--- src/rtl/afs_map.svh ---
`ifndef AFS_MAP_SVH
`define AFS_MAP_SVH
// Pin vector positions after synchronisation
`define AFS_PIN_CS 0
`define AFS_PIN_FS 1
`define AFS_PIN_SCLK 2
`define AFS_PIN_SDI 3
`define AFS_PIN_TRIG 4
`define AFS_PIN_COUNT 5
// Idle levels of the pins: select and trigger high, the rest low
`define AFS_PIN_RST 5'h11
// Serial frame geometry
`define AFS_EDGE_CNT_W 4
`define AFS_CMD_BITS 16
`define AFS_EDGE_LAST 4'hF
// Result buffer defaults
`define AFS_RES_W 16
`define AFS_FIFO_DEPTH 32
`endif

--- src/rtl/afs_pkg.sv ---
package afs_pkg;
  // Frame sequencer states
  typedef enum logic [1:0] {
    AFS_IDLE = 2'b00,
    AFS_ARMED = 2'b01,
    AFS_ACTIVE = 2'b10,
    AFS_DONE = 2'b11
  } afs_frame_state_t;
endpackage

--- src/rtl/afs_fifo_if.sv ---
`timescale 1ns/10ps
interface afs_fifo_if #(parameter int WIDTH = 16);
  logic in_valid;
  logic in_ready;
  logic [WIDTH-1:0] in_data;
  logic out_valid;
  logic out_ready;
  logic [WIDTH-1:0] out_data;
  modport fifo (input in_valid, in_data, out_ready, output in_ready, out_valid, out_data);
  modport user (output in_valid, in_data, out_ready, input in_ready, out_valid, out_data);
endinterface

--- src/rtl/afs_fifo.sv ---
`timescale 1ns/10ps
`include "afs_map.svh"
module afs_fifo #(
  parameter int WIDTH = `AFS_RES_W,
  parameter int DEPTH = `AFS_FIFO_DEPTH
) (
  input wire logic mclk,
  input wire logic reset,
  afs_fifo_if.fifo bus
);
  import afs_pkg::*;
  localparam int AW = $clog2(DEPTH);

  // Pointers wrap naturally, so the depth must be a power of two
  generate
    if (DEPTH < 2 || (DEPTH & (DEPTH - 1)) != 0 || WIDTH < 1) begin : g_bad_param
      $error("afs_fifo: DEPTH must be a power of two of at least 2");
    end
  endgenerate

  logic [WIDTH-1:0] mem [DEPTH];
  logic [AW-1:0] wr_ptr_r;
  logic [AW-1:0] rd_ptr_r;
  logic [AW:0] count_r;
  logic full_r;
  logic empty_r;
  logic [WIDTH-1:0] rd_data_r;
  wire push = bus.in_valid & ~full_r;
  wire pop = bus.out_ready & ~empty_r;
  wire [AW:0] count_nxt = count_r + {{AW{1'b0}}, push} - {{AW{1'b0}}, pop};

  // Flags are registered so the ready and valid seen outside are flop outputs
  assign bus.in_ready = ~full_r;
  assign bus.out_valid = ~empty_r;
  assign bus.out_data = rd_data_r;

  // Storage and registered read port; data follows a pop by one cycle
  always_ff @(posedge mclk) begin
    if (push) begin
      mem[wr_ptr_r] <= bus.in_data;
    end
    if (pop) begin
      rd_data_r <= mem[rd_ptr_r];
    end
  end

  // Pointer and level bookkeeping
  always_ff @(posedge mclk or posedge reset) begin
    if (reset) begin
      wr_ptr_r <= '0;
      rd_ptr_r <= '0;
      count_r <= '0;
      full_r <= 1'b0;
      empty_r <= 1'b1;
    end else begin
      wr_ptr_r <= wr_ptr_r + AW'(push);
      rd_ptr_r <= rd_ptr_r + AW'(pop);
      count_r <= count_nxt;
      full_r <= (count_nxt == (AW+1)'(DEPTH));
      empty_r <= (count_nxt == '0);
    end
  end
endmodule

--- src/rtl/afs_top.sv ---
`timescale 1ns/10ps
`include "afs_map.svh"
// Behaviour
// - Select high: output released, command bits ignored
// - Select high: no shifting; conversion clock continues
// - Select fall clears counter, enables, drives output
// - Sync high at select fall starts cycle
// - Sync low at fall: start on sync rise
// - Trigger fall starts sampling in extended mode
// - Trigger rise holds sample, starts conversion
// - Sampling lasts exactly while trigger stays low
// - Trigger acts regardless of clock, select, sync
// - Command input stops at sixteen edges or deselect
// - End-of-conversion low from sampling end to ready
module afs_top #(
  parameter int RES_W = `AFS_RES_W,
  parameter int FIFO_DEPTH = `AFS_FIFO_DEPTH
) (
  input wire logic mclk,
  input wire logic reset,
  input wire logic frame_select_n,
  input wire logic frame_sync_pulse,
  input wire logic shift_clk,
  input wire logic serial_command_in,
  input wire logic sample_trigger_n,
  input wire logic ext_sampling_mode,
  input wire logic ext_conv_clk_sel,
  input wire logic eoc_enable,
  input wire logic conv_done,
  input wire logic result_valid,
  input wire logic [RES_W-1:0] result_data,
  output logic result_ready,
  output logic serial_result_out,
  output logic serial_result_oe_n,
  output logic [`AFS_CMD_BITS-1:0] cmd_word,
  output logic cmd_valid,
  output logic sampling,
  output logic conv_start,
  output logic eoc_n,
  output logic conv_clk_tick,
  output afs_pkg::afs_frame_state_t frame_state
);
  import afs_pkg::*;

  generate
    if (RES_W < 2 || RES_W > 32) begin : g_bad_width
      $error("afs_top: RES_W must lie between 2 and 32");
    end
  endgenerate

  // Three-stage synchronisers with agreement filter on every pin
  localparam int NP = `AFS_PIN_COUNT;
  localparam logic [NP-1:0] PIN_RST = `AFS_PIN_RST;
  wire [NP-1:0] pin_raw = {sample_trigger_n, serial_command_in, shift_clk,
                           frame_sync_pulse, frame_select_n};
  wire [NP-1:0] pin_f_r;
  wire [NP-1:0] pin_d_r;
  genvar gi;
  generate
    for (gi = 0; gi < NP; gi++) begin : g_sync
      logic s1_r;
      logic s2_r;
      logic s3_r;
      logic f_r;
      logic d_r;
      // Each lane owns its flops; the vectors are only wired views of them
      assign pin_f_r[gi] = f_r;
      assign pin_d_r[gi] = d_r;
      // A change counts only once the last two stages agree
      always_ff @(posedge mclk or posedge reset) begin
        if (reset) begin
          s1_r <= PIN_RST[gi];
          s2_r <= PIN_RST[gi];
          s3_r <= PIN_RST[gi];
          f_r <= PIN_RST[gi];
          d_r <= PIN_RST[gi];
        end else begin
          s1_r <= pin_raw[gi];
          s2_r <= s1_r;
          s3_r <= s2_r;
          f_r <= (s2_r == s3_r) ? s3_r : f_r;
          d_r <= f_r;
        end
      end
    end
  endgenerate

  // Filtered levels and edges
  wire cs_f = pin_f_r[`AFS_PIN_CS];
  wire fs_f = pin_f_r[`AFS_PIN_FS];
  wire sdi_f = pin_f_r[`AFS_PIN_SDI];
  wire trig_f = pin_f_r[`AFS_PIN_TRIG];
  wire cs_fall = pin_d_r[`AFS_PIN_CS] & ~cs_f;
  wire fs_rise = ~pin_d_r[`AFS_PIN_FS] & fs_f;
  wire sclk_rise = ~pin_d_r[`AFS_PIN_SCLK] & pin_f_r[`AFS_PIN_SCLK];
  wire sclk_fall = pin_d_r[`AFS_PIN_SCLK] & ~pin_f_r[`AFS_PIN_SCLK];
  wire trig_fall = pin_d_r[`AFS_PIN_TRIG] & ~trig_f;
  wire trig_rise = ~pin_d_r[`AFS_PIN_TRIG] & trig_f;

  // Result buffer between the conversion engine and the shifter
  afs_fifo_if #(.WIDTH(RES_W)) rbuf ();
  logic pop_r;
  logic load_r;
  logic arm_r;
  logic got_r;
  assign rbuf.in_valid = result_valid;
  assign rbuf.in_data = result_data;
  assign rbuf.out_ready = pop_r;

  afs_fifo #(.WIDTH(RES_W), .DEPTH(FIFO_DEPTH)) u_fifo (
    .mclk(mclk),
    .reset(reset),
    .bus(rbuf)
  );

  afs_frame_state_t state_r;
  logic [`AFS_EDGE_CNT_W-1:0] edge_cnt_r;
  logic edge_full_r;
  logic [`AFS_CMD_BITS-1:0] cmd_sh_r;
  logic [`AFS_CMD_BITS-1:0] cmd_word_r;
  logic cmd_valid_r;
  logic [RES_W-1:0] res_sh_r;
  logic sdo_r;
  logic oe_n_r;
  logic ready_r;

  // Frame sequencing decode; deselect always wins over everything else
  wire start_now = cs_fall & fs_f;
  wire active = (state_r == AFS_ACTIVE) & ~cs_f;
  wire take_bit = active & sclk_fall & ~edge_full_r;
  wire last_bit = take_bit & (edge_cnt_r == `AFS_EDGE_LAST);
  wire go_active = start_now | ((state_r == AFS_ARMED) & ~cs_f & fs_rise);
  afs_frame_state_t state_nxt;
  always_comb begin
    state_nxt = state_r;
    case (state_r)
      AFS_IDLE: begin
        if (start_now) begin
          state_nxt = AFS_ACTIVE;
        end else if (cs_fall) begin
          state_nxt = AFS_ARMED;
        end
      end
      AFS_ARMED: begin
        if (go_active) begin
          state_nxt = AFS_ACTIVE;
        end
      end
      AFS_ACTIVE: begin
        if (last_bit) begin
          state_nxt = AFS_DONE;
        end
      end
      AFS_DONE: begin
        state_nxt = AFS_DONE;
      end
      default: begin
        state_nxt = AFS_IDLE;
      end
    endcase
    if (cs_f) begin
      state_nxt = AFS_IDLE;
    end
  end

  // Command shifter: a bit is latched on each shift clock fall of a live frame
  wire [`AFS_CMD_BITS-1:0] cmd_sh_nxt = {cmd_sh_r[`AFS_CMD_BITS-2:0], sdi_f};
  always_ff @(posedge mclk or posedge reset) begin
    if (reset) begin
      state_r <= AFS_IDLE;
      edge_cnt_r <= '0;
      edge_full_r <= 1'b0;
      cmd_sh_r <= '0;
      cmd_word_r <= '0;
      cmd_valid_r <= 1'b0;
    end else begin
      state_r <= state_nxt;
      if (cs_fall) begin
        edge_cnt_r <= '0;
        edge_full_r <= 1'b0;
      end else if (take_bit) begin
        edge_cnt_r <= edge_cnt_r + 1'b1;
        edge_full_r <= last_bit;
      end
      if (take_bit) begin
        cmd_sh_r <= cmd_sh_nxt;
      end
      if (last_bit) begin
        cmd_word_r <= cmd_sh_nxt;
      end
      cmd_valid_r <= last_bit;
    end
  end

  // Result shifter: word fetched at frame start, MSB out before first rise
  always_ff @(posedge mclk or posedge reset) begin
    if (reset) begin
      pop_r <= 1'b0;
      load_r <= 1'b0;
      arm_r <= 1'b0;
      got_r <= 1'b0;
      res_sh_r <= '0;
      sdo_r <= 1'b0;
      oe_n_r <= 1'b1;
      ready_r <= 1'b0;
    end else begin
      pop_r <= go_active & rbuf.out_valid;
      arm_r <= go_active;
      // Buffer read data stands one cycle after the pop, so the load waits for it
      load_r <= arm_r;
      got_r <= pop_r;
      oe_n_r <= cs_f;
      ready_r <= rbuf.in_ready;
      if (load_r) begin
        // An empty buffer shifts out zeros rather than stale data
        res_sh_r <= got_r ? rbuf.out_data : '0;
        sdo_r <= got_r ? rbuf.out_data[RES_W-1] : 1'b0;
      end else if (active & sclk_rise) begin
        res_sh_r <= {res_sh_r[RES_W-2:0], 1'b0};
        sdo_r <= res_sh_r[RES_W-2];
      end
    end
  end

  // Sampling trigger path, independent of select, sync and shift clock
  logic sampling_r;
  logic conv_start_r;
  logic eoc_n_r;
  logic tick_r;
  wire samp_begin = ext_sampling_mode & trig_fall & ~sampling_r;
  wire samp_end = sampling_r & trig_rise;
  always_ff @(posedge mclk or posedge reset) begin
    if (reset) begin
      sampling_r <= 1'b0;
      conv_start_r <= 1'b0;
      eoc_n_r <= 1'b1;
      tick_r <= 1'b0;
    end else begin
      if (samp_begin) begin
        sampling_r <= 1'b1;
      end else if (samp_end) begin
        sampling_r <= 1'b0;
      end
      conv_start_r <= samp_end;
      // A done arriving with a new end of sampling still leaves the flag low
      if (samp_end & eoc_enable) begin
        eoc_n_r <= 1'b0;
      end else if (conv_done | ~eoc_enable) begin
        eoc_n_r <= 1'b1;
      end
      tick_r <= ext_conv_clk_sel & sclk_rise;
    end
  end

  assign result_ready = ready_r;
  assign serial_result_out = sdo_r;
  assign serial_result_oe_n = oe_n_r;
  assign cmd_word = cmd_word_r;
  assign cmd_valid = cmd_valid_r;
  assign sampling = sampling_r;
  assign conv_start = conv_start_r;
  assign eoc_n = eoc_n_r;
  assign conv_clk_tick = tick_r;
  assign frame_state = state_r;

  a_oe_released: assert property (@(posedge mclk) disable iff (reset)
    cs_f |=> serial_result_oe_n)
    else $error("output driven while deselected");
  a_cmd_ignored: assert property (@(posedge mclk) disable iff (reset)
    cs_f |=> !cmd_valid && $stable(cmd_word))
    else $error("command accepted while deselected");
  a_fall_clears: assert property (@(posedge mclk) disable iff (reset)
    cs_fall |=> edge_cnt_r == '0 && !edge_full_r ##1 !serial_result_oe_n)
    else $error("select fall did not restart frame");
  a_cs_start: assert property (@(posedge mclk) disable iff (reset)
    cs_fall && fs_f |=> frame_state == AFS_ACTIVE)
    else $error("select fall with sync high did not start");
  a_fs_wait: assert property (@(posedge mclk) disable iff (reset)
    cs_fall && !fs_f |=> frame_state == AFS_ARMED)
    else $error("select fall with sync low did not wait");
  a_trig_sample: assert property (@(posedge mclk) disable iff (reset)
    ext_sampling_mode && trig_fall && !sampling |=> sampling)
    else $error("trigger fall did not start sampling");
  a_trig_convert: assert property (@(posedge mclk) disable iff (reset)
    sampling && trig_rise |=> conv_start && !sampling)
    else $error("trigger rise did not start conversion");
  a_samp_holds: assert property (@(posedge mclk) disable iff (reset)
    sampling && !trig_f |=> sampling)
    else $error("sampling ended while trigger low");
  a_cmd_stop: assert property (@(posedge mclk) disable iff (reset)
    cmd_valid |=> !cmd_valid [*2])
    else $error("command bits taken after sixteen edges");
  a_eoc_low: assert property (@(posedge mclk) disable iff (reset)
    eoc_enable && conv_start |-> !eoc_n)
    else $error("end of conversion not low after sampling");
  a_conv_tick: assert property (@(posedge mclk) disable iff (reset)
    ext_conv_clk_sel && sclk_rise |=> conv_clk_tick)
    else $error("conversion clock lost");
endmodule

--- config.mk ---
export PLATFORM = sky130hd
export DESIGN_NAME = afs_top
export DESIGN_NICKNAME = d
export VERILOG_FILES = /design/src/rtl/afs_pkg.sv /design/src/rtl/afs_fifo_if.sv /design/src/rtl/afs_fifo.sv /design/src/rtl/afs_top.sv
export VERILOG_INCLUDE_DIRS = /design/src /design/src/rtl
export SDC_FILE = /design/constraint.sdc
export NUM_CORES = 1
export LEC_CHECK = 0
export BUFFER_PORTS_ARGS = -buffer_cell sky130_fd_sc_hd__buf_2
export CORE_MARGIN = 3
export CORE_UTILIZATION = 65
export CTS_CLUSTER_DIAMETER = 50
export DETAILED_ROUTE_END_ITERATION = 8
export MAX_ROUTING_LAYER = met4
export PLACE_DENSITY_LB_ADDON = 0.05
export SLEW_MARGIN = 30
export SYNTH_ARGS = -nofsm -noshare
export SYNTH_HDL_FRONTEND = slang
export SYNTH_HIERARCHICAL = 1
export SYNTH_SLANG_ARGS = --single-unit
--- constraint.sdc ---
create_clock -name mclk -period 8.2 [get_ports mclk]
set_clock_uncertainty 0.1 [all_clocks]
set_input_delay 0.82 -clock mclk [delete_from_list [all_inputs] [get_ports mclk]]
set_output_delay 0.82 -clock mclk [all_outputs]
set_load 0.1 [all_outputs]
# After elaboration in Yosys (flattened, before gate mapping)
# Memory sizes are Yosys's and may differ from the RTL's. A register that Yosys moved wholly into a read port is not among the register bits.
# Cells that the tools add are included.
# word_totals
ff_bits	106
ram_bits	512
inputBits	28
wordCells	129
memories	1
# op_classes
addsub	5
eq_ne	13
n_mux	22
n_bitwise	35
reduce_logical	7
# mem_list
name	words	word_bits	rd	rd_clocked_by_memory_dff	write_ports	line	rtl
u_fifo.mem	32	16	1	1	1	afs_fifo.sv:21	logic [WIDTH-1:0] mem [DEPTH];
# ops
cell	n
$mux 15	3
$and 1x1->1	22
$mux 1	11
$not 1->1	11
$add 5x1->5	2
$mux 2	5
$mux 4	2
$pmux 2 s4	1
$reduce_bool 2->1	4
$add 6x1->6	1
$eq 6x6->1 const B	1
$logic_not 6->1	1
$ne 3x3->1 const B	2
$sub 6x1->6	1
$eq 1x1->1	5
$add 4x1->4 const B	1
$eq 2x2->1 const B	2
$eq 4x4->1 const B	1
$ne 4x4->1 const B	1
$reduce_and 3->1	1
$eq 2x1->1 const B	1
$logic_not 2->1	1
$or 1x1->1	2

# Longest topological paths before layout
# Gate-level depths: netlist (run 1).
# depth
ltp_word	8
ltp_mapped	10

# By module
# Netlist (run 1), hierarchy kept.
# by_module_without_submodules
mod	n_inst	cells_each	area_each_um2	seq_area_each_um2
afs_fifo	1	971	20921.3	16306.9
afs_top	1	234	3378.2	2215.9

# Worst setup path before layout (run 1)
# No wires, ideal clock.
# synth_path
kind	register to register
startpoint	reg u_fifo.empty_r
endpoint	reg u_fifo.full_r
setup_ns	0.105
t_arrival_ns	2.581
required_ns	7.995
slack_ns	5.414
path_stages_with_launch	10
n_path_buf	1
period_less_slack_ns	2.786
cell_sequence	dfstp_2 > nor2b_1 > clkbuf_1 > nand2_1 > ha_1 > a21o_1 > a311o_1 > a21oi_1 > xnor2_1 > nor4b_1
# synth_via
elab_chain_len	4
# synth_rtl
element	line	rtl
start: declaration	afs_fifo.sv:26	logic empty_r;
start signal: assignment	afs_fifo.sv:60	empty_r <= (count_nxt == '0);
$not 1->1	afs_fifo.sv:29	wire pop = bus.out_ready & ~empty_r;
$and 1x1->1	afs_fifo.sv:29	
net u_fifo.pop	afs_fifo.sv:29	
$sub 6x1->6	afs_fifo.sv:30	wire [AW:0] count_nxt = count_r + {{AW{1'b0}}, push} - {{AW{1'b0}}, pop};
net u_fifo.count_nxt[5]	afs_fifo.sv:30	
$eq 6x6->1	afs_fifo.sv:59	full_r <= (count_nxt == (AW+1)'(DEPTH));
end signal: assignment	afs_fifo.sv:59	
end: declaration	afs_fifo.sv:25	logic full_r;
# The timed path passes the listed nets, and every way through them passes these cells.
# A chain may end at the register's enable or synchronous reset.

==> results of run 1 <==
## worst reg2reg max path: cells and delay by family, from the launching register on
kind,cells,cell delay (ps)
compound gates,3,940
buf+inv,1,780
flops,1,880
mux,1,650
## state kept, by name, summed over array words and instances, names as in the netlist, 6 cells and up
| name | flops |
|---|---|
| u_fifo/mem | 512 |
| u_fifo/bus.out_data | 16 |
| u_fifo/count_r | 6 |
| res_sh_r | 15 |
| cmd_word | 16 |
| cmd_sh_r | 15 |
## cell families after synthesis
group	after synthesis
adder cells (fa/ha/maj)	15
XOR/XNOR	13
AO/OA/AOI/OAI	155
AND/OR/NAND/NOR	99
buffers and inverters	86
multiplexers	203
flip-flops	634
## worst min path at each step
stage / startpoint / endpoint / slack [ps]
global placement: g_sync[2].s1_r / g_sync[2].s2_r / 230
finish: reset / g_sync[1].s2_r / 50
CTS: reset / g_sync[1].s1_r / 30
floorplan: g_sync[1].s1_r / g_sync[1].s2_r / 230
global route: reset / g_sync[1].s1_r / 50
detailed placement: g_sync[3].s1_r / g_sync[3].s2_r / 240
## power by group through the flow
| stage | logic (mW) | clock network [mW] | registers (mW) |
|---|---|---|---|
| 2_1_floorplan | 1.60 | 0 | 4.01 |
| 3_3_place_gp | 2.05 | 0 | 4.17 |
| 3_5_place_dp | 2.08 | 0 | 4.18 |
| 4_1_cts | 2.09 | 2.64 | 4.12 |
| 5_1_grt | 2.24 | 2.78 | 4.15 |
| 6_report | 2.11 | 2.61 | 4.12 |
## routing by layer
layer,share of wire,up-vias
met2,0.47,533
met5,0,-
met3,0.085,59
met1,0.42,6205
li1,-,5090
met4,0.020,0
## layout by cell type, fill, tap and decap left out, drive strengths merged, types with 25 or more instances in the layout
cell	netlist	final
nor2	39	39
buf	36	96
clkbuf	27	90
mux2	33	33
mux4	98	98
a211oi	34	34
a21oi	33	33
inv	23	25
mux2i	72	72
dfrtp	94	94
edfxtp	528	528
## layout make-up
class,instances,area (um2),share of cell area
sequential,634,18530,0.6862
multi-input combinational,485,5323,0.1971
clock buffer,90,1655,0.06130
timing repair buffer,96,624.3,0.02312
tap,468,585.6,0.02168
clock inverter,22,195.2,0.007228
inverter,23,92.59,0.003428
==> qor.yml, run 1 <==
grt_pass1_vias: 11700
yosysMostFrequentCell: "edfxtp_1"
netlist_top_cells_area: "edfxtp_1, dfrtp_1, mux4_2"
viasPerCell: 6.539
track_usage: 0.2777
ys_seq_area_frac: 0.7623
pin_count: 54
initial_utilization: 0.6622
dieArea_mm2: 0.03974
io_buffer_count: 53
ys.flop_type: "edfxtp_1"
final_cell_count_no_fill: 1818
grt_overflow: 0
fin_ws_ps: 4554
synth_common_cells: "edfxtp_1, dfrtp_1, mux4_2"
wl_per_cell_um: 28.34
power.share.clock: 0.295
seqPwrFrac: 0.466
p_comb_frac: 0.239
power_switching_mw: 2.606
stdcell_area_mm2: 0.02701
post_cts_buffers: 0
fillers: 2141
layout_min_cycle_time_ps: 3646
worstSetupEndpointType: "register"
grt_use_met3: 0.04873
die_h_um: 199.4
antenna_found_initial: 0
netlist_area_mm2: 0.02430
worstPathCellList: "buf_4, mux4_2, a22o_1, a211oi_1, a21oi_1"
cp_top_family: "compound AO/OA/AOI/OAI gates"
cts_buffers: 60
fmax_mhz: 274.3
drive_above_1_share: 0.2393
p_leak_nw: 9.382
synth_warnings: 6
status: "completed"
cts_sinks: 634
power_mw: 8.830
switching_share: 0.2952
root_buffer: "clkbuf_16"
layout.nets: 1338
synthAdderAreaFrac: 0.007518
placed_cells: 1705
muxShareOfSynthArea: 0.1389
synth_top_family_by_area: "multiplexers"
clockBufferDepth: 3
finalHoldViolCount: 0
path_class: "register to register"
avgSynthCellArea_um2: 20.17
clock_latency_ps: 610
route.antenna.remaining_nets: 0
rows: 70
synth-seq-cells: 634
hold_class: "input pin to asynchronous set/reset pin"
htree_num_levels: 2
r2r-start: "u_fifo/rd_ptr_r[0]"
path_depth: 5
cts_hold_buf: 0
synth-compound-area-share: 0.04505
grt_pass1_wl_um: 76990
rrSetupSlack_ps: 4550
tns_ps: 0
drtIter0Drc: 1190
path_buf_inv: 1
syn_nets: 1243
cp-start-kind: "register"
slew_headroom: 0.3269
diodes: 0
grt_start_max_net_pins: 82
period_share: 0.4446
p_per_area_mw_per_mm2: 327.0
vdd_drop_max_mv: 0.2659
core_area_mm2: 0.03670
cpPeakStageDelay_ps: 880
worstPathRequired_ps: 8430
first_pass_iters: 5
drt-total-wl_um: 51530
whs_ps: 47.54
synth_xor_area_frac: 0.004686
finalWeightedCongestion: 0.8359
dpl_cell_area_mm2: 0.02512
synth_cell_types: 54
place_ws_ps: 4437
setup_viol: 0
tightest_slew_ps: 1004
synth-simple-area-share: 0.02168
crit_end: "u_fifo/bus.out_data[8]"
synth_top_area_frac: 0.6525
cap_violations: 0
clk_pin_slew_ps: 60
ctsResizeCount: 0
grt_use_met1: 0.4155
cp_slowest_cell: "dfrtp_4"
startpoint: "u_fifo/rd_ptr_r[0]"
p_int_mw: 6.223
synth-edff-count: 528
reg2regPathDepth: 5
synthCells: 1205
detailroute.via_count: 11890
fin_util: 0.7359
die_w_um: 199.4
dp_hpwl_um: 30190
synthArstFlopShare: 0.1672
drv_slew: 0
cts_tree: "done"
synth.largest_area_cell: "edfxtp_1"
crit_fanout: 43
reg2reg_to: "u_fifo/bus.out_data[8]"
grt.busiest_layer: "met2"
drcViolationCount: 0
gr-usage-met2: 0.4156
worstPathArrival_ps: 3870
area_growth_pct: 11.14
rsz0062_at_grt: "no"
No activity file was read; power rests on OpenSTA's default activity.
==> run 2: changes to the inputs <==
--- a/config.mk
+++ b/config.mk
@@ -6,9 +6,10 @@
 export SDC_FILE = /design/constraint.sdc
 export NUM_CORES = 1
 export LEC_CHECK = 0
+export ABC_AREA = 1
 export BUFFER_PORTS_ARGS = -buffer_cell sky130_fd_sc_hd__buf_2
 export CORE_MARGIN = 3
-export CORE_UTILIZATION = 65
+export CORE_UTILIZATION = 56
 export CTS_CLUSTER_DIAMETER = 50
 export DETAILED_ROUTE_END_ITERATION = 8
 export MAX_ROUTING_LAYER = met4
==> constraint.sdc (replaced) <==
create_clock -name mclk -period 2.9 [get_ports mclk]
set_clock_uncertainty 0.1 [all_clocks]
set_input_delay 0.29 -clock mclk [delete_from_list [all_inputs] [get_ports mclk]]
set_output_delay 0.29 -clock mclk [all_outputs]
set_load 0.1 [all_outputs]
==> run 2 against run 1 <==
Against the previous run:
- sequential power increased to 2.7 times the previous value
- sequential share of layout area is 6.6 points lower
- cell count grew 76%
- first-iteration DRC count is 43% higher
- via count up 44%
- largest cell class unchanged
==> qor.yml, run 2 <==
period_share: 0.8884  # +0.4438
fin_ws_ps: 323.6  # -4231 ps
cp-start-kind: "register"
finalWeightedCongestion: 0.8516  # +1.9%
yosysMostFrequentCell: "nand2_1"
antenna_found_initial: 0  # unchanged
grt_start_max_net_pins: 131  # +60%
syn_nets: 2488  # +100%
worstSetupEndpointType: "register"
cp_top_family: "buffers and inverters"
area_growth_pct: 12.65
path_class: "register to register"
synth.largest_area_cell: "edfxtp_1"
power_mw: 28.91  # +230%
synth-seq-cells: 634  # unchanged
worstPathCellList: "inv_6, buf_4, nand2_1, nand3_1, a21oi_1, nor2_1, nand2_1, nand2_1, inv_1"
io_buffer_count: 53  # unchanged
cts_sinks: 634  # unchanged
route.antenna.remaining_nets: 0  # unchanged
drv_slew: 0  # unchanged
drcViolationCount: 0  # unchanged
hold_class: "input pin to register"
tightest_slew_ps: 855.8  # -147.7 ps
synth-edff-count: 528  # unchanged
layout_common_cells: "nand2_1, edfxtp_1, nand3_1"
largest_reg_flops: 512  # unchanged
synth_top_area_frac: 0.5979  # -0.05458
cap_violations: 0  # unchanged
clk_pin_slew_ps: 60  # about the same
detailroute.via_count: 17080  # +44%
rsz0062_at_grt: "no"
netlist_top_cells_area: "edfxtp_1, nand2_1, dfrtp_1"
finalHoldViolCount: 0  # unchanged
ys_seq_area_frac: 0.6985  # -0.06377
placed_cells: 3058  # +79%
cp_slowest_cell: "dfrtp_4"
layout_commonest_cell: "nand2_1"
rows: 79  # +13%
grt_overflow: 0  # unchanged
fillers: 3604  # +68%
root_buffer: "clkbuf_16"
slew_headroom: 0.4281  # +0.1012
htree_num_levels: 3  # +1
synth_common_cells: "nand2_1, edfxtp_1, nand3_1"
crit_path_frequent_cell: "nand2_1"
avgSynthCellArea_um2: 10.82  # -46%
synthArstFlopShare: 0.1672  # unchanged
synth_cell_types: 36  # -33%
core_area_mm2: 0.04665  # +27%
drtIter0Drc: 1705  # +43%
dpl_cell_area_mm2: 0.02749  # +9.4%
clock_latency_ps: 600  # about the same
fmax_mhz: 388.1  # +41%
path_buf_inv: 3  # +2
pin_count: 54  # unchanged
cts_buffers: 69  # +15%
whs_ps: 117.0  # +69.47 ps
p_per_area_mw_per_mm2: 967.7  # +200%
synthCells: 2450  # +100%
top_register: "u_fifo/mem"
cpPeakStageDelay_ps: 510  # -370 ps
layout.nets: 2570  # +92%
worstPathRequired_ps: 3150  # -5280 ps
crit_fanout: 51  # +19%
tns_ps: 0  # unchanged
worstPathArrival_ps: 2820  # -1050 ps
vdd_drop_max_mv: 0.7470  # +180%
p_leak_nw: 12.51  # +33%
first_pass_iters: 6  # +1
clockBufferDepth: 3  # unchanged
die_w_um: 223.6  # +12%
initial_utilization: 0.5684  # -0.09377
die_h_um: 223.6  # +12%
status: "completed"
grt_pass1_vias: 16180  # +38%
cts_tree: "done"
viasPerCell: 5.347  # -18%
final_cell_count_no_fill: 3195  # +76%
wl_per_cell_um: 19.53  # -31%
drt-total-wl_um: 62390  # +21%
stdcell_area_mm2: 0.02987  # +11%
layout_min_cycle_time_ps: 2576  # -1069 ps
grt_pass1_wl_um: 95270  # +24%
setup_viol: 0  # unchanged
fin_util: 0.6403  # -0.09562
netlist_area_mm2: 0.02652  # +9.1%
dp_hpwl_um: 35050  # +16%
synth_warnings: 6  # unchanged
dieArea_mm2: 0.05000  # +26%
place_ws_ps: 369.2  # -4068 ps
track_usage: 0.2613  # -0.01641
ys.flop_type: "edfxtp_1"
drive_above_1_share: 0.1029  # -0.1364
[run 2: changes by cell type after synthesis, moves of 36 or more]
cell     previous run  this run
nand3_1            13       351
buf_2              12        68
mux2i_1            72         0
nor2_1             39        75
mux4_2             86         0
nand2_1             9       786
inv_1              22       323
[run 2: area by class of cell]
| class | count | area [um2] | share of cell area |
|---|---|---|---|
| sequential | 634 | 18530 | 0.6203 |
| timing repair buffer | 130 | 993.5 | 0.03326 |
| tap | 607 | 759.5 | 0.02542 |
| clock buffer | 89 | 1917 | 0.06417 |
| antenna | 2 | 5.005 | 0.0001675 |
| inverter | 328 | 1241 | 0.04155 |
| multi-input combinational | 1369 | 6067 | 0.2031 |
| clock inverter | 36 | 359.1 | 0.01202 |
[run 2: logic make-up (layout without fill, tap and decap cells)]
kind of cell | Yosys count | in the layout | synth area share
AO/OA/AOI/OAI | 119 | 119 | 0.02633
XOR/XNOR | 12 | 12 | 0.003964
adder cells (fa/ha/maj) | 15 | 15 | 0.006889
buffers and inverters | 447 | 583 | 0.07271
flip-flops | 634 | 634 | 0.6985
other | 0 | 2 | 0
AND/OR/NAND/NOR | 1223 | 1223 | 0.1916
[run 2: tightest hold or removal path: cells and delay by family]
family	cells	cell delay, ps
adder cells (fa/ha/maj)	1	210
buffers and inverters	1	80
AND/OR/NAND/NOR	2	180
[run 2: repair_timing]
action                     in CTS  in global routing
gates resized for setup         0                  0
hold buffers                   10                  0
setup endpoints to repair       0                  0
hold endpoints to repair       61                  0
buffers inserted                0                  0
[run 2: final timing paths]
| kind | slack [ps] | startpoint | cells past startpoint | to |
|---|---|---|---|---|
| min | 120 | result_valid | 4 | u_fifo/count_r[1] |
| max in group asynchronous | 1720 | reset | 4 | eoc_n |
| min in group asynchronous | 240 | reset | 3 | g_sync[1].s1_r |
| min reg2reg | 250 | arm_r | 0 | load_r |
| max reg2reg | 320 | u_fifo/rd_ptr_r[0] | 9 | u_fifo/bus.out_data[11] |
| max | 320 | u_fifo/rd_ptr_r[0] | 9 | u_fifo/bus.out_data[11] |
[run 2: power breakdown]
| group | switching, mW | internal (mW) | leakage, nW |
|---|---|---|---|
| clock network | 3.47 | 5.29 | 1.13 |
| registers | 0.342 | 10.9 | 6.11 |
| logic | 6.44 | 2.50 | 5.27 |
| total | 10.3 | 18.7 | 12.5 |
[run 2: per-layer routing]
layer	vias to the layer above	wire, um	global-route usage
met1	8205	27810	0.3745
li1	8225	-	-
met4	0	1385	0.08130
met2	563	28590	0.3904
met3	90	4602	0.04272
met5	-	0	-
==> run 3: changes to the inputs <==
--- a/config.mk
+++ b/config.mk
@@ -9,7 +9,7 @@
 export ABC_AREA = 1
 export BUFFER_PORTS_ARGS = -buffer_cell sky130_fd_sc_hd__buf_2
 export CORE_MARGIN = 3
-export CORE_UTILIZATION = 56
+export CORE_UTILIZATION = 62
 export CTS_CLUSTER_DIAMETER = 50
 export DETAILED_ROUTE_END_ITERATION = 8
 export MAX_ROUTING_LAYER = met4
==> constraint.sdc (replaced) <==
create_clock -name mclk -period 2.6 [get_ports mclk]
set_clock_uncertainty 0.1 [all_clocks]
set_input_delay 0.26 -clock mclk [delete_from_list [all_inputs] [get_ports mclk]]
set_output_delay 0.26 -clock mclk [all_outputs]
set_load 0.1 [all_outputs]
==> run 3 against run 2 <==
Against the previous run:
- utilization rose by 6.7 points
- non-clock buffer count up 4
- design area decreased by 0.31%
- critical path depth decreased by 1
==> qor.yml, run 3 (synthesized netlist as in run 2, its figures left out) <==
p_per_area_mw_per_mm2: 1075  # +11%
fillers: 2921  # -19%
dp_hpwl_um: 34620  # -1.2%
initial_utilization: 0.6294  # +0.06098
finalHoldViolCount: 0  # unchanged
reg2reg_to: "u_fifo/bus.out_data[3]"
clock_latency_ps: 590  # about the same
track_usage: 0.2856  # +0.02427
setup_viol: 0  # unchanged
period_share: 0.9327  # +0.04431
p_leak_nw: 12.48  # -0.18%
grt_pass1_vias: 16400  # +1.4%
worstPathArrival_ps: 2790  # -30 ps
grt_overflow: 0  # unchanged
tns_ps: 0  # unchanged
worstSetupEndpointType: "register"
layout_commonest_cell: "nand2_1"
route.antenna.remaining_nets: 0  # unchanged
layout.nets: 2572  # +0.078%
drive_above_1_share: 0.09946  # -0.003403
grt_start_max_net_pins: 90  # -31%
drv_slew: 0  # unchanged
layout_min_cycle_time_ps: 2425  # -151.3 ps
post_cts_buffers: 0  # unchanged
path_class: "register to register"
antenna_found_initial: 1  # +1
crit_end: "u_fifo/bus.out_data[3]"
dieArea_mm2: 0.04529  # -9.4%
cpPeakStageDelay_ps: 500  # about the same
first_pass_iters: 6  # unchanged
rsz0062_at_grt: "no"
slew_headroom: 0.4555  # +0.02744
crit_path_frequent_cell: "nand3_1"
worstPathRequired_ps: 2960  # -190 ps
multi_input_area_mm2: 0.006067  # unchanged
status: "completed"
root_buffer: "clkbuf_16"
fmax_mhz: 412.4  # +6.2%
crit_fanout: 64  # +25%
top_register: "u_fifo/mem"
seq_area_mm2: 0.01853  # unchanged
whs_ps: 67.40  # -49.61 ps
rows: 75  # -5.1%
viasPerCell: 5.570  # +4.2%
finalWeightedCongestion: 0.8962  # +5.2%
hold_class: "input pin to asynchronous set/reset pin"
drtIter0Drc: 1698  # -0.41%
cts_sinks: 634  # unchanged
clk_pin_slew_ps: 60  # about the same
die_w_um: 212.8  # -4.8%
cts_tree: "done"
cp_slowest_cell: "dfrtp_4"
vdd_drop_max_mv: 0.7723  # +3.4%
die_h_um: 212.8  # -4.8%
core_area_mm2: 0.04213  # -9.7%
layout_common_cells: "nand2_1, edfxtp_1, nand3_1"
tightest_slew_ps: 814.8  # -41.06 ps
reg2regPathDepth: 8  # -1
grt_pass1_wl_um: 93940  # -1.4%
wl_per_cell_um: 19.48  # -0.24%
largest_reg_flops: 512  # unchanged
pin_count: 54  # unchanged
rrSetupSlack_ps: 170  # -150 ps
clockBufferDepth: 3  # unchanged
worstPathCellList: "inv_4, buf_12, nand3_1, nand3_1, nand3_1, nand2_1, nand2_1, inv_1"
htree_num_levels: 3  # unchanged
drt-total-wl_um: 60850  # -2.5%
startpoint: "u_fifo/rd_ptr_r[1]"
cap_violations: 0  # unchanged
io_buffer_count: 53  # unchanged
r2r-start: "u_fifo/rd_ptr_r[1]"
cts_buffers: 67  # -2.9%
detailroute.via_count: 17400  # +1.9%
cp-start-kind: "register"
drcViolationCount: 0  # unchanged
area_growth_pct: 12.31
run 3: cell count changes in the layout (fill, tap and decap cells not counted):
cell / delta
clkinv_2: -13
clkbuf_1: +1
diode_2: -1
inv_6: +1
clkinvlp_4: +1
buf_12: +4
clkinv_1: +6
clkbuf_16: -3
clkbuf_8: +1
run 3: cell type report:
type | instances | area share
repair buffers | 134 | 0.03605
clock buffers | 88 | 0.06243
multi-input cells | 1369 | 0.2037
clock inverters | 31 | 0.01109
inverters | 328 | 0.04176
flip-flops and latches | 634 | 0.6222
diodes | 1 | 0.00008403
well taps | 539 | 0.02265
run 3: worst max-delay path: cells and delay by family, from the launching register on:
kind,cells,cell delay (ps)
buf+inv,3,890
simple gates,5,770
flops,1,500
run 3: how the worst min path moves through the flow:
stage | cells past startpoint | to | startpoint
after detailed placement | 2 | sampling | reset
after global placement | 2 | sampling | reset
after floorplan | 1 | u_fifo/count_r[0] | reset
after global routing | 3 | sampling | reset
final | 3 | sampling | reset
after CTS | 3 | sampling | reset
run 3: power breakdown:
group          switching, mW  total [mW]  internal [mW]
Sequential             0.372        12.5           12.1
Clock                   3.74        9.46           5.72
Combinational           7.14        10.1           2.91
run 3: metal layers:
metal / part of all wire / track usage / vias to the layer above
met3: 0.084 / 0.04232 / 107
met4: 0.025 / 0.08809 / 0
met1: 0.43 / 0.4149 / 8310
met2: 0.46 / 0.4261 / 764
li1: - / - / 8221
met5: 0 / - / -
run 3: repair_timing:
item	4_1_cts	5_1_grt
hold endpoints to repair	81	0
hold buffers	10	0
gates resized for setup	0	0
run 3: metrics by stage:
| stage | setup slack [ps] | utilization | std cells | instance area [um2] | power (mW) |
|---|---|---|---|---|---|
| 6_report | 174.9 | 0.7068 | 3124 | 29780 | 32.01 |
| 5_1_grt | 24.56 | 0.7068 | 3123 | 29780 | 33.73 |
| 4_1_cts | 182.1 | 0.7068 | 3123 | 29780 | 32.09 |
| 3_5_place_dp | 211.6 | 0.6524 | 2994 | 27490 | 22.60 |
| 3_3_place_gp | 221.8 | 0.6524 | 2994 | 27490 | 22.38 |
| 2_1_floorplan | 206.8 | - | 2450 | 26520 | 19.46 |
